--- config.mk ---
export PLATFORM = sky130hd
export DESIGN_NAME = rss_top
export DESIGN_NICKNAME = d
export VERILOG_FILES = /design/src/hw/rss_pkg.sv /design/src/hw/rss_sync.sv /design/src/hw/rss_top.sv
export SDC_FILE = /design/constraint.sdc
export NUM_CORES = 1
export LEC_CHECK = 0
export CAP_MARGIN = 20
export CORE_ASPECT_RATIO = 0.75
export CORE_UTILIZATION = 57
export CTS_CLUSTER_DIAMETER = 40
export DETAILED_ROUTE_END_ITERATION = 12
export DONT_BUFFER_PORTS = 1
export PLACE_DENSITY = 0.8
export RECOVER_POWER = 50
export SYNTH_ARGS = -nofsm -noshare
export SYNTH_HDL_FRONTEND = slang
export SYNTH_HIERARCHICAL = 1
export SYNTH_SLANG_ARGS = --single-unit
--- constraint.sdc ---
create_clock -name core_clk -period 1.75 [get_ports core_clk]
set_input_delay 0.35 -clock core_clk [delete_from_list [all_inputs] [get_ports core_clk]]
set_output_delay 0.35 -clock core_clk [all_outputs]
set_load 0.05 [all_outputs]
--- src/hw/rss_pkg.sv ---
// Function
// - Hold reset 1024 oscillator cycles after delay
// - Settle count only crystal modes, powerup or wake
// - Two-bit field picks one of four trip levels
// - Enable bit clear disables brown-out, set enables
// - Brown-out only after dip exceeds filter time
// - Stay in brown-out, then full powerup delay
// - Dip during delay restarts the full delay
// - Brown-out enabled forces powerup timer on
// - Irq wake with global enable loads vector
// - Power-on status shows timeout and powerdown set
// - Unimplemented register bits always read zero
// - Powerup timer holds chip reset, RC clocked
package rss_pkg;

  // ---------------------------------------------------------------
  // Timing
  // ---------------------------------------------------------------
  localparam int unsigned CLK_PERIOD_NS       = 5;
  localparam int unsigned OSC_SETTLE_CYCLES   = 1024;
  localparam int unsigned BOR_FILTER_TIME_NS  = 100;
  localparam int unsigned BOR_FILTER_CYCLES   =
    (BOR_FILTER_TIME_NS + CLK_PERIOD_NS - 1) / CLK_PERIOD_NS;
  localparam int unsigned PWRUP_DELAY_TICKS   = 72;
  localparam int unsigned RC_TICK_DIV         = 200;

  // ---------------------------------------------------------------
  // Oscillator mode encodings
  // ---------------------------------------------------------------
  localparam logic [1:0] OSC_LOW_POWER_CRYSTAL = 2'h0;
  localparam logic [1:0] OSC_STANDARD_CRYSTAL  = 2'h1;
  localparam logic [1:0] OSC_HIGH_SPEED_CRYSTAL = 2'h2;
  localparam logic [1:0] OSC_RC_MODE           = 2'h3;

  // ---------------------------------------------------------------
  // Register reset values
  // ---------------------------------------------------------------
  localparam logic [7:0] PC_LOW_RESET       = 8'h00;
  localparam logic [7:0] ALL_ONES_RESET     = 8'hFF;
  localparam logic [7:0] STATUS_POR_VALUE   = 8'h18;
  localparam logic [7:0] STATUS_POR_MASK    = 8'hF8;
  localparam logic [7:0] IRQ_VECTOR_LOW     = 8'h04;

  // Reset cause as seen by the core
  typedef enum logic [2:0] {
    RSS_CAUSE_NONE  = 3'b000,
    RSS_CAUSE_POR   = 3'b001,
    RSS_CAUSE_BOR   = 3'b010,
    RSS_CAUSE_MASTER_CLEAR_PIN  = 3'b011,
    RSS_CAUSE_WDT   = 3'b100,
    RSS_CAUSE_WAKE  = 3'b101
  } rss_cause_t;

  // Register load commands toward the core
  typedef struct packed {
    logic       load;
    logic [7:0] pc_low;
    logic       keep_pc;
    logic [7:0] status;
    logic       status_load;
    logic [7:0] port_a_direction;
    logic [7:0] port_b_direction;
    logic [7:0] option_value;
    logic       dir_load;
    logic [7:0] timer_period_register;
  } rss_regload_t;

endpackage

--- src/hw/rss_sync.sv ---
`timescale 1ns/1ps
// Two-stage synchroniser for asynchronous level inputs
module rss_sync #(
  parameter int W = 1
) (
  // Clock and reset
  input  wire logic         core_clk,
  input  wire logic         resetn,
  // Data
  input  wire logic [W-1:0] d,
  output logic      [W-1:0] q
);

  logic [W-1:0] meta_r;
  logic [W-1:0] meta_nxt;
  logic [W-1:0] q_nxt;

  // First stage feeds only the second
  always_comb
  begin
    meta_nxt = d;
    q_nxt    = meta_r;
  end

  always_ff @(posedge core_clk)
  begin
    if (!resetn)
    begin
      meta_r <= '0;
      q      <= '0;
    end
    else
    begin
      meta_r <= meta_nxt;
      q      <= q_nxt;
    end
  end

endmodule

--- src/hw/rss_top.sv ---
`timescale 1ns/1ps
// Reset and start-up sequencer
module rss_top
  import rss_pkg::*;
(
  // Clock and reset
  input  wire logic         core_clk,
  input  wire logic         resetn,
  // Analogue and pin inputs (asynchronous)
  input  wire logic         supply_above_trip,
  input  wire logic         osc_input_pin,
  input  wire logic         master_clear_pin_n,
  input  wire logic         power_on_pulse,
  // Core side events
  input  wire logic         watchdog_timeout,
  input  wire logic         wake_event,
  input  wire logic         wake_by_irq,
  input  wire logic         global_irq_enable,
  // Configuration
  input  wire logic [1:0]   brownout_level_select,
  input  wire logic         brownout_detect_enable,
  input  wire logic         powerup_timer_enable_n,
  input  wire logic [1:0]   osc_mode,
  // Outputs
  output logic [1:0]        trip_level_sel,
  output logic              brownout_reset,
  output logic              chip_reset,
  output logic              osc_settle_busy,
  output logic              pwrup_busy,
  output rss_cause_t        reset_cause,
  output rss_regload_t      reg_load
);

  // ---------------------------------------------------------------
  // Input synchronisers
  // ---------------------------------------------------------------
  logic [3:0] async_in;
  logic [3:0] sync_in;
  logic       sup_ok;
  logic       osc_s;
  logic       master_clear_pin_n_s;
  logic       por_s;

  assign async_in = {power_on_pulse, master_clear_pin_n, osc_input_pin, supply_above_trip};

  rss_sync #(.W(4)) u_sync (
    .core_clk (core_clk),
    .resetn   (resetn),
    .d        (async_in),
    .q        (sync_in)
  );

  assign sup_ok   = sync_in[0];
  assign osc_s    = sync_in[1];
  assign master_clear_pin_n_s = sync_in[2];
  assign por_s    = sync_in[3];

  // ---------------------------------------------------------------
  // State registers
  // ---------------------------------------------------------------
  logic [15:0]  filt_cnt_r,  filt_cnt_nxt;
  logic         bor_r,       bor_nxt;
  logic [7:0]   rc_div_r,    rc_div_nxt;
  logic [7:0]   powerup_delay_timer_cnt_r,  powerup_delay_timer_cnt_nxt;
  logic         powerup_delay_timer_r,      powerup_delay_timer_nxt;
  logic [10:0]  ost_cnt_r,   ost_cnt_nxt;
  logic         ost_r,       ost_nxt;
  logic         osc_d_r,     osc_d_nxt;
  logic         chip_rst_r,  chip_rst_nxt;
  logic         src_any_d_r, src_any_d_nxt;
  logic [1:0]   lvl_r,       lvl_nxt;
  rss_cause_t   cause_r,     cause_nxt;
  rss_regload_t load_r,      load_nxt;

  logic bor_en;
  logic rc_tick;
  logic osc_rise;
  logic crystal;
  logic src_any;
  logic powerup_delay_timer_start;
  logic ost_start;
  logic powerup_delay_timer_done;

  assign bor_en   = brownout_detect_enable;
  assign rc_tick  = (rc_div_r == 8'(RC_TICK_DIV - 1));
  assign osc_rise = osc_s && !osc_d_r;
  assign crystal  = (osc_mode != OSC_RC_MODE);
  // Brown-out forces the timer, else the enable bit decides
  assign powerup_delay_timer_start = (por_s && (!powerup_timer_enable_n || bor_en))
                    || (bor_r && bor_en && sup_ok);
  assign powerup_delay_timer_done  = powerup_delay_timer_r && rc_tick && (powerup_delay_timer_cnt_r == 8'(PWRUP_DELAY_TICKS - 1));
  assign ost_start  = crystal && (powerup_delay_timer_done || (por_s && !powerup_delay_timer_start && !powerup_delay_timer_r)
                    || wake_event);
  assign src_any    = bor_r || !master_clear_pin_n_s || watchdog_timeout || por_s
                    || powerup_delay_timer_r || ost_r;

  // ---------------------------------------------------------------
  // Brown-out filter and timers
  // ---------------------------------------------------------------
  always_comb
  begin
    lvl_nxt      = brownout_level_select;
    filt_cnt_nxt = filt_cnt_r;
    bor_nxt      = bor_r;
    if (!bor_en)
    begin
      filt_cnt_nxt = 16'h0000;
      bor_nxt      = 1'b0;
    end
    else if (sup_ok)
    begin
      filt_cnt_nxt = 16'h0000;
      bor_nxt      = 1'b0;
    end
    else if (bor_r)
      bor_nxt = 1'b1;
    else if (filt_cnt_r == 16'(BOR_FILTER_CYCLES - 1))
      bor_nxt = 1'b1;
    else
      filt_cnt_nxt = filt_cnt_r + 16'h0001;

    // Divider approximating the internal RC clock
    rc_div_nxt = rc_tick ? 8'h00 : rc_div_r + 8'h01;

    powerup_delay_timer_nxt     = powerup_delay_timer_r;
    powerup_delay_timer_cnt_nxt = powerup_delay_timer_cnt_r;
    // Only a live brown-out clears the timer; the exit cycle must reach the start branch
    if (bor_nxt)
    begin
      powerup_delay_timer_nxt     = 1'b0;
      powerup_delay_timer_cnt_nxt = 8'h00;
    end
    else if (powerup_delay_timer_start)
    begin
      powerup_delay_timer_nxt     = 1'b1;
      powerup_delay_timer_cnt_nxt = 8'h00;
    end
    else if (powerup_delay_timer_done)
      powerup_delay_timer_nxt = 1'b0;
    else if (powerup_delay_timer_r && rc_tick)
      powerup_delay_timer_cnt_nxt = powerup_delay_timer_cnt_r + 8'h01;

    osc_d_nxt   = osc_s;
    ost_nxt     = ost_r;
    ost_cnt_nxt = ost_cnt_r;
    if (bor_r || powerup_delay_timer_r && !powerup_delay_timer_done)
      ost_nxt = 1'b0;
    else if (ost_start && !ost_r)
    begin
      ost_nxt     = 1'b1;
      ost_cnt_nxt = 11'h000;
    end
    else if (ost_r && osc_rise)
    begin
      if (ost_cnt_r == 11'(OSC_SETTLE_CYCLES - 1))
        ost_nxt = 1'b0;
      else
        ost_cnt_nxt = ost_cnt_r + 11'h001;
    end
  end

  always_ff @(posedge core_clk)
  begin
    if (!resetn)
    begin
      filt_cnt_r <= 16'h0000;
      bor_r      <= 1'b0;
      rc_div_r   <= 8'h00;
      powerup_delay_timer_cnt_r <= 8'h00;
      powerup_delay_timer_r     <= 1'b0;
      ost_cnt_r  <= 11'h000;
      ost_r      <= 1'b0;
      osc_d_r    <= 1'b0;
      lvl_r      <= 2'h0;
    end
    else
    begin
      filt_cnt_r <= filt_cnt_nxt;
      bor_r      <= bor_nxt;
      rc_div_r   <= rc_div_nxt;
      powerup_delay_timer_cnt_r <= powerup_delay_timer_cnt_nxt;
      powerup_delay_timer_r     <= powerup_delay_timer_nxt;
      ost_cnt_r  <= ost_cnt_nxt;
      ost_r      <= ost_nxt;
      osc_d_r    <= osc_d_nxt;
      lvl_r      <= lvl_nxt;
    end
  end

  // ---------------------------------------------------------------
  // Final reset, cause and register load values
  // ---------------------------------------------------------------
  always_comb
  begin
    chip_rst_nxt  = src_any;
    src_any_d_nxt = src_any;
    cause_nxt     = cause_r;
    if (por_s)
      cause_nxt = RSS_CAUSE_POR;
    else if (bor_r)
      cause_nxt = RSS_CAUSE_BOR;
    else if (!master_clear_pin_n_s)
      cause_nxt = RSS_CAUSE_MASTER_CLEAR_PIN;
    else if (watchdog_timeout)
      cause_nxt = RSS_CAUSE_WDT;
    else if (wake_event)
      cause_nxt = RSS_CAUSE_WAKE;

    load_nxt                       = load_r;
    load_nxt.load                  = 1'b0;
    // One load pulse when the reset drops or on wake
    if ((src_any_d_r && !src_any) || (wake_event && !src_any))
    begin
      load_nxt.load                  = 1'b1;
      load_nxt.timer_period_register = ALL_ONES_RESET;
      load_nxt.keep_pc               = 1'b0;
      load_nxt.pc_low                = PC_LOW_RESET;
      load_nxt.status_load           = 1'b0;
      load_nxt.dir_load              = 1'b1;
      // Unknown flag bits driven as zero; unimplemented reads zero
      load_nxt.status                = STATUS_POR_VALUE & STATUS_POR_MASK;
      load_nxt.port_a_direction      = ALL_ONES_RESET;
      load_nxt.port_b_direction      = ALL_ONES_RESET;
      load_nxt.option_value          = ALL_ONES_RESET;
      if (cause_r == RSS_CAUSE_POR || cause_r == RSS_CAUSE_BOR)
        load_nxt.status_load = 1'b1;
      if (wake_event && !src_any)
      begin
        load_nxt.dir_load = 1'b0;
        load_nxt.keep_pc  = !(wake_by_irq && global_irq_enable);
        if (wake_by_irq && global_irq_enable)
          load_nxt.pc_low = IRQ_VECTOR_LOW;
      end
    end
  end

  always_ff @(posedge core_clk)
  begin
    if (!resetn)
    begin
      chip_rst_r  <= 1'b1;
      src_any_d_r <= 1'b1;
      cause_r     <= RSS_CAUSE_NONE;
      load_r      <= '0;
    end
    else
    begin
      chip_rst_r  <= chip_rst_nxt;
      src_any_d_r <= src_any_d_nxt;
      cause_r     <= cause_nxt;
      load_r      <= load_nxt;
    end
  end

  assign trip_level_sel  = lvl_r;
  assign brownout_reset  = bor_r;
  assign chip_reset      = chip_rst_r;
  assign osc_settle_busy = ost_r;
  assign pwrup_busy      = powerup_delay_timer_r;
  assign reset_cause     = cause_r;
  assign reg_load        = load_r;

endmodule

==> results of run 1 <==
cell families after synthesis:
kind of cell / count (synthesis)
xor+xnor: 23
mux: 1
buf+inv: 64
flops: 67
other cells: 1
fa+ha+maj: 4
simple gates: 166
compound gates: 57
routing by layer:
| layer | wire [um] | share of wire, % | track usage (%) |
|---|---|---|---|
| met4 | 159 | 2.0 | 8.67 |
| met2 | 3810 | 48 | 43.0 |
| met1 | 3380 | 43 | 30.5 |
| met3 | 557 | 7.0 | 7.78 |
| met5 | 0 | 0 | 0 |
timing repair:
action,CTS,global route
resized for setup,12,25
cloned,1,0
pin swaps,11,13
endpoints found under the hold margin,0,0
setup endpoints to repair,34,53
buffers inserted,3,5
path summary, 6_finish.rpt:
check / startpoint / to / slack [ps] / cells past startpoint
min: resetn / src_any_d_r$_SDFF_PN1_ / 80 / 1
max: reg_load[0]$_SDFFE_PN0P_ / reg_load[11] / -500 / 2
max reg2reg: osc_settle_busy$_SDFFE_PP0P_ / ost_cnt_r[4]$_SDFFE_PN0P_ / -200 / 6
min reg2reg: u_sync/meta_r[2]$_SDFF_PN0_ / u_sync/q[2]$_SDFF_PN0_ / 440 / 1
sequential cells by signal (all words and copies together), names as in the netlist:
signal	cells
pwrup_busy	1
brownout_reset	1
osc_d_r	1
powerup_delay_timer_cnt_r	8
reset_cause	3
u_sync/meta_r	4
u_sync/q	4
osc_settle_busy	1
src_any_d_r	1
filt_cnt_r	16
ost_cnt_r	11
reg_load	6
rc_div_r	8
trip_level_sel	2
stage by stage:
stage / TNS [ps] / utilization [%] / hold WS, ps / power [mW] / area (um^2)
global route: -9180 / 70.3 / 67.1 / 3.46 / 3870
floorplan: -79.4 / - / 406 / 1.97 / 3420
CTS: -5290 / 68.7 / 58.8 / 3.37 / 3770
finish: -6080 / 70.3 / 78.6 / 3.35 / 3870
global placement: -1800 / 63.4 / 418 / 1.97 / 3480
detailed placement: -1910 / 63.4 / 420 / 1.98 / 3480
where the power goes:
part / internal, mW / switching (mW) / total (mW)
logic: 0.0860 / 0.282 / 0.368
registers: 1.55 / 0.0378 / 1.59
clock network: 0.796 / 0.599 / 1.39
total: 2.43 / 0.919 / 3.35
cell usage in the layout (no fill, tap or decap), drive strengths merged, types with 8 or more instances in the layout:
| cell type | instances |
|---|---|
| a21oi | 22 |
| and2 | 13 |
| buf | 42 |
| clkbuf | 16 |
| conb | 13 |
| dfxtp | 67 |
| inv | 8 |
| nand2 | 34 |
| nand3 | 16 |
| nand4 | 12 |
| nor2 | 33 |
| nor3 | 10 |
| o21ai | 8 |
| xor2 | 16 |
cell type report:
cell class                 count  share of cell area [%]
inverter                       8                   0.777
clock buffer                   9                    3.20
tap                           75                    2.43
multi-input combinational    265                    45.7
clock inverter                 7                    2.39
sequential                    67                    35.0
timing repair buffer          49                    10.5
==> reports/metrics.cfg, run 1 <==
[status]
status=finished, violations left
violations=setup timing

[logic_synthesis]
ys_top_cells_by_count=dfxtp_1, buf_4, nand2_1, nor2_1, a21oi_1
synth_largest_area_cell=dfxtp_1
synth.area.mux_share_pct=0.298
synth_area_per_cell_um2=8.76
synth_edf_count=0
synth_area_leaders=dfxtp_1, buf_4, xor2_1
ys_seq_elements=67
postSynth.asyncResetShare_pct=0
synth-compound-area-share_pct=12.2
synth_fa_ha_area_share_pct=1.49
synth_xor_area_share_pct=6.01
synth-main-ff-cell=dfxtp_1
yosysMostFrequentCell=dfxtp_1
yosysTopAreaCellShare_pct=40.0
synth_top_family_by_area=simple AND/OR/NAND/NOR gates
yosys_warnings=6
yosys.area_share.simple_pct=27.5
synthesis.area_um2=3350
synthDistinctLibCells=62
synthCells=383
ys_seq_area_share_pct=40.0

[floorplanning]
start_util_pct=61.0
die_y_um=68.4
die_area_um2=6200
core_area_um2=5500
ios=77
chipWidth_um=90.6
num_rows=23

[global_route]
first_global_vias=2524
grt_usage_pct=25.1
grt_pass1_wl_um=11900
grt_max_degree=32
overflow=0
antenna_found_initial=0

[critical_path]
path_class=flip-flop to primary output
slowest_delay_ps=650
critical_path.startpoint_type=flip-flop
cp_cell_sequence=buf_16 -> buf_16
cp_data_required_time_ps=1400
worst_path_max_delay_cell=buf_16
cp_common_cell=buf_16
crit_family=buffers and inverters
endpoint_kind=primary output
arrival_ps=1900
worstPathMaxFanout=17
crit_buf_inv=2

[layout]
multi_input_area_um2=1770
num-fill-cells=397
nets=420
drive_gt1_share_pct=24.0
area_growth_pct=15.3
n_antenna_cell=0
fin_cells=480
seq_area_um2=1360

[clocking]
root_buffer=clkbuf_8
clk_pin_slew_ps=80
cts_num_sinks=67
clk_latency_ps=350
cts_tree=done
cts_buffers=9
cts_htree_levels=3
clock_path_buffers=2
ctsHoldBuffers=0

[job]
maxCapViolations=0

[placement]
dpl.cell_count=455
dpl.hpwl_um=4790
place_ws_ps=-182
portBuffers=0
routabilityCongestion=0.885

[timing]
maxSlewViolCount=0
setup_viol=29
skew_ps=11.8
post-route-period-util_pct=128
finalHoldViolCount=0
period_minus_slack_ps=2250
relSlewSlack_pct=57.3
setup_ws_ps=-496
max_freq_mhz=445
rsz0062_at_grt=true
tightestPinTransition_ps=641

[routing]
drt_iter0_markers=260
vias_per_cell=5.91
vias=2835
ant_nets=0
wl_per_cell_um=16.5
drc=0
wl_um=7910
firstDrtPassIters=6

[hold_path]
hp-class=input pin to flip-flop

[power]
power_density_nw_per_um2=867
leakage_nw=1.44
ir_drop_mv=0.475

No activity file was read; power rests on OpenSTA's default activity.
==> run 2, diff against run 1 <==
--- a/config.mk
+++ b/config.mk
@@ -7,11 +7,11 @@
 export LEC_CHECK = 0
 export CAP_MARGIN = 20
 export CORE_ASPECT_RATIO = 0.75
-export CORE_UTILIZATION = 57
+export CORE_UTILIZATION = 36
 export CTS_CLUSTER_DIAMETER = 40
 export DETAILED_ROUTE_END_ITERATION = 12
 export DONT_BUFFER_PORTS = 1
-export PLACE_DENSITY = 0.8
+export PLACE_DENSITY = 0.57
 export RECOVER_POWER = 50
 export SYNTH_ARGS = -nofsm -noshare
 export SYNTH_HDL_FRONTEND = slang
==> run 2 against run 1 <==
The run still ends with setup timing left; sequential power about the same; hold slack gained 14 ps; clock power is 29% higher; wire length is 3.3% lower; critical endpoint is now ost_cnt_r[9]$_SDFFE_PN0P_; largest cell class unchanged; highest routed layer unchanged.
==> reports/metrics.cfg, run 2 (synthesis results as in run 1) <==
[layout]
n_antenna_cell=0  ; unchanged
final_common_cell=dfxtp_1
drive_gt1_share_pct=26.0  ; +2.0 points
area_growth_pct=23.1
largest_reg_flops=16  ; unchanged
final_cell_area_um2=4130  ; +6.8%
mostFrequentLayoutCells=dfxtp_1, buf_4, nand2_1
nets=420  ; unchanged
top_regs=filt_cnt_r: 16 flops, ost_cnt_r: 11 flops
post-route-util_pct=45.7  ; -25 points
regMostFlops=filt_cnt_r

[timing]
period_minus_slack_ps=1780  ; -468 ps
rsz0062_at_grt=true
setup_viol=3  ; -90%
hold_slack_ps=92.2  ; +13.6 ps
finalHoldViolCount=0  ; unchanged
setup_ws_ps=-28.6  ; +468 ps
tightestPinTransition_ps=543  ; -97.3 ps
relSlewSlack_pct=63.7  ; +6.4 points
maxSlewViolCount=0  ; unchanged
post-route-period-util_pct=102  ; -27 points
skew_ps=10.0  ; -1.81 ps
max_freq_mhz=562  ; +26%

[job]
maxCapViolations=0  ; unchanged

[floorplanning]
die_area_um2=9710  ; +57%
num_rows=30  ; +30%
start_util_pct=37.1  ; -24 points
die_y_um=85.6  ; +25%
core_area_um2=9050  ; +65%
ios=77  ; unchanged
chipWidth_um=113  ; +25%

[routing]
drt_iter0_markers=166  ; -36%
vias=2717  ; -4.2%
wl_um=7650  ; -3.3%
firstDrtPassIters=4  ; -2
ant_nets=0  ; unchanged
drc=0  ; unchanged
wl_per_cell_um=14.4  ; -13%
vias_per_cell=5.11  ; -14%

[hold_path]
min-delay-start=resetn
hold_end=src_any_d_r$_SDFF_PN1_
hp-class=input pin to flip-flop
hold-path-cell-count=1  ; unchanged

[placement]
routabilityCongestion=0.770  ; -13%
portBuffers=0  ; unchanged
placed_cell_area_um2=3580  ; +2.8%
dpl.hpwl_um=5070  ; +5.7%

[global_route]
grt_max_degree=32  ; unchanged
grt_usage_pct=15.9  ; -9.2 points
grt_pass1_wl_um=11900  ; about the same
antenna_found_initial=0  ; unchanged
overflow=0  ; unchanged
first_global_vias=2419  ; -4.2%

[clocking]
cts_tree=done
cts_buffers=9  ; unchanged
cts_htree_levels=3  ; unchanged
clock_path_buffers=2  ; unchanged
clk_pin_slew_ps=50  ; -30 ps
cts_num_sinks=67  ; unchanged
root_buffer=clkbuf_16
clk_latency_ps=340  ; about the same

[critical_path]
slowest_delay_ps=500  ; -150 ps
reg2reg_depth=6  ; unchanged
rr_startpoint=rc_div_r[0]$_SDFF_PP0_
cp_cell_sequence=ha_2 -> and4bb_2 -> nand4_1 -> a221o_2 -> o31ai_1 -> a311oi_1
r2r_setup_slack_ps=-30  ; +170 ps
r2r_end=ost_cnt_r[9]$_SDFFE_PN0P_
path_class=flip-flop to flip-flop
cp_data_required_time_ps=1950  ; +550 ps
arrival_ps=1980  ; +80 ps
worstPathMaxFanout=6  ; -11
critical_path.startpoint_type=flip-flop
endpoint_kind=flip-flop
worst_path_max_delay_cell=a221o_2

[status]
violations=setup timing
status=finished, violations left

[power]
power_density_nw_per_um2=917  ; +5.7%
leakage_nw=1.53  ; +6.1%
power.total_mw=3.79  ; +13%
ir_drop_mv=0.403  ; -15%

## run 2: per-layer routing
metal	share of wire, %	up-vias	global-route usage [%]
met2	44	71	22.8
met1	49	1303	21.4
met4	1.2	0	5.02
met3	6.3	9	6.86
li1	-	1334	-
met5	0	-	0
## run 2: worst max-delay path, delay by kind of cell, from the launching register on
family,cells,cell delay [ps]
simple gates,2,410
fa+ha+maj,1,170
flops,1,330
compound gates,3,740
## run 2: cell type report
class                      count  area [um^2]
clock buffer                  13          260
clock inverter                 2         35.0
fill                         858         4920
inverter                       8         30.0
multi-input combinational    265         1820
sequential                    67         1350
tap                          128          160
timing repair buffer          49          474
## run 2: report_power, final
part	total, mW	internal [mW]	leakage [nW]	switching [mW]
clock network	1.80	1.17	0.146	0.628
registers	1.60	1.56	0.548	0.0388
logic	0.390	0.108	0.837	0.282
## run 2: worst max path at each step
stage                                                     end                                       from  cells after the start  slack (ps)
finish                              ost_cnt_r[9]$_SDFFE_PN0P_                     rc_div_r[0]$_SDFF_PP0_                      6         -30
global route                        ost_cnt_r[9]$_SDFFE_PN0P_  powerup_delay_timer_cnt_r[0]$_SDFFE_PP0P_                      6         -90
CTS                                 ost_cnt_r[0]$_SDFFE_PN0P_                     rc_div_r[1]$_SDFF_PP0_                      7         -20
detailed placement  powerup_delay_timer_cnt_r[2]$_SDFFE_PP0P_                 filt_cnt_r[1]$_SDFFE_PP0P_                      6         -30
global placement    powerup_delay_timer_cnt_r[2]$_SDFFE_PP0P_                 filt_cnt_r[7]$_SDFFE_PP0P_                      5          30
floorplan                           reg_load[33]$_SDFFE_PN0P_                  brownout_reset$_SDFF_PN0_                      6         -80
## run 2: what timing repair did
action / 4_1_cts / 5_1_grt
setup buffers: 0 / 7
hold endpoints to repair: 0 / 0
gates resized for setup: 4 / 31
pin swaps: 0 / 15
cloned: 0 / 2
hold buffers: 0 / 0
setup endpoints to repair: 11 / 26
## run 2: stage by stage
step                setup WS (ps)  TNS [ps]  cells
global placement             28.9         0    508
finish                      -28.6     -47.3    532
CTS                         -16.4     -16.4    523
global route                -93.9      -638    532
detailed placement          -26.8     -30.9    508
floorplan                   -79.4     -79.4    395
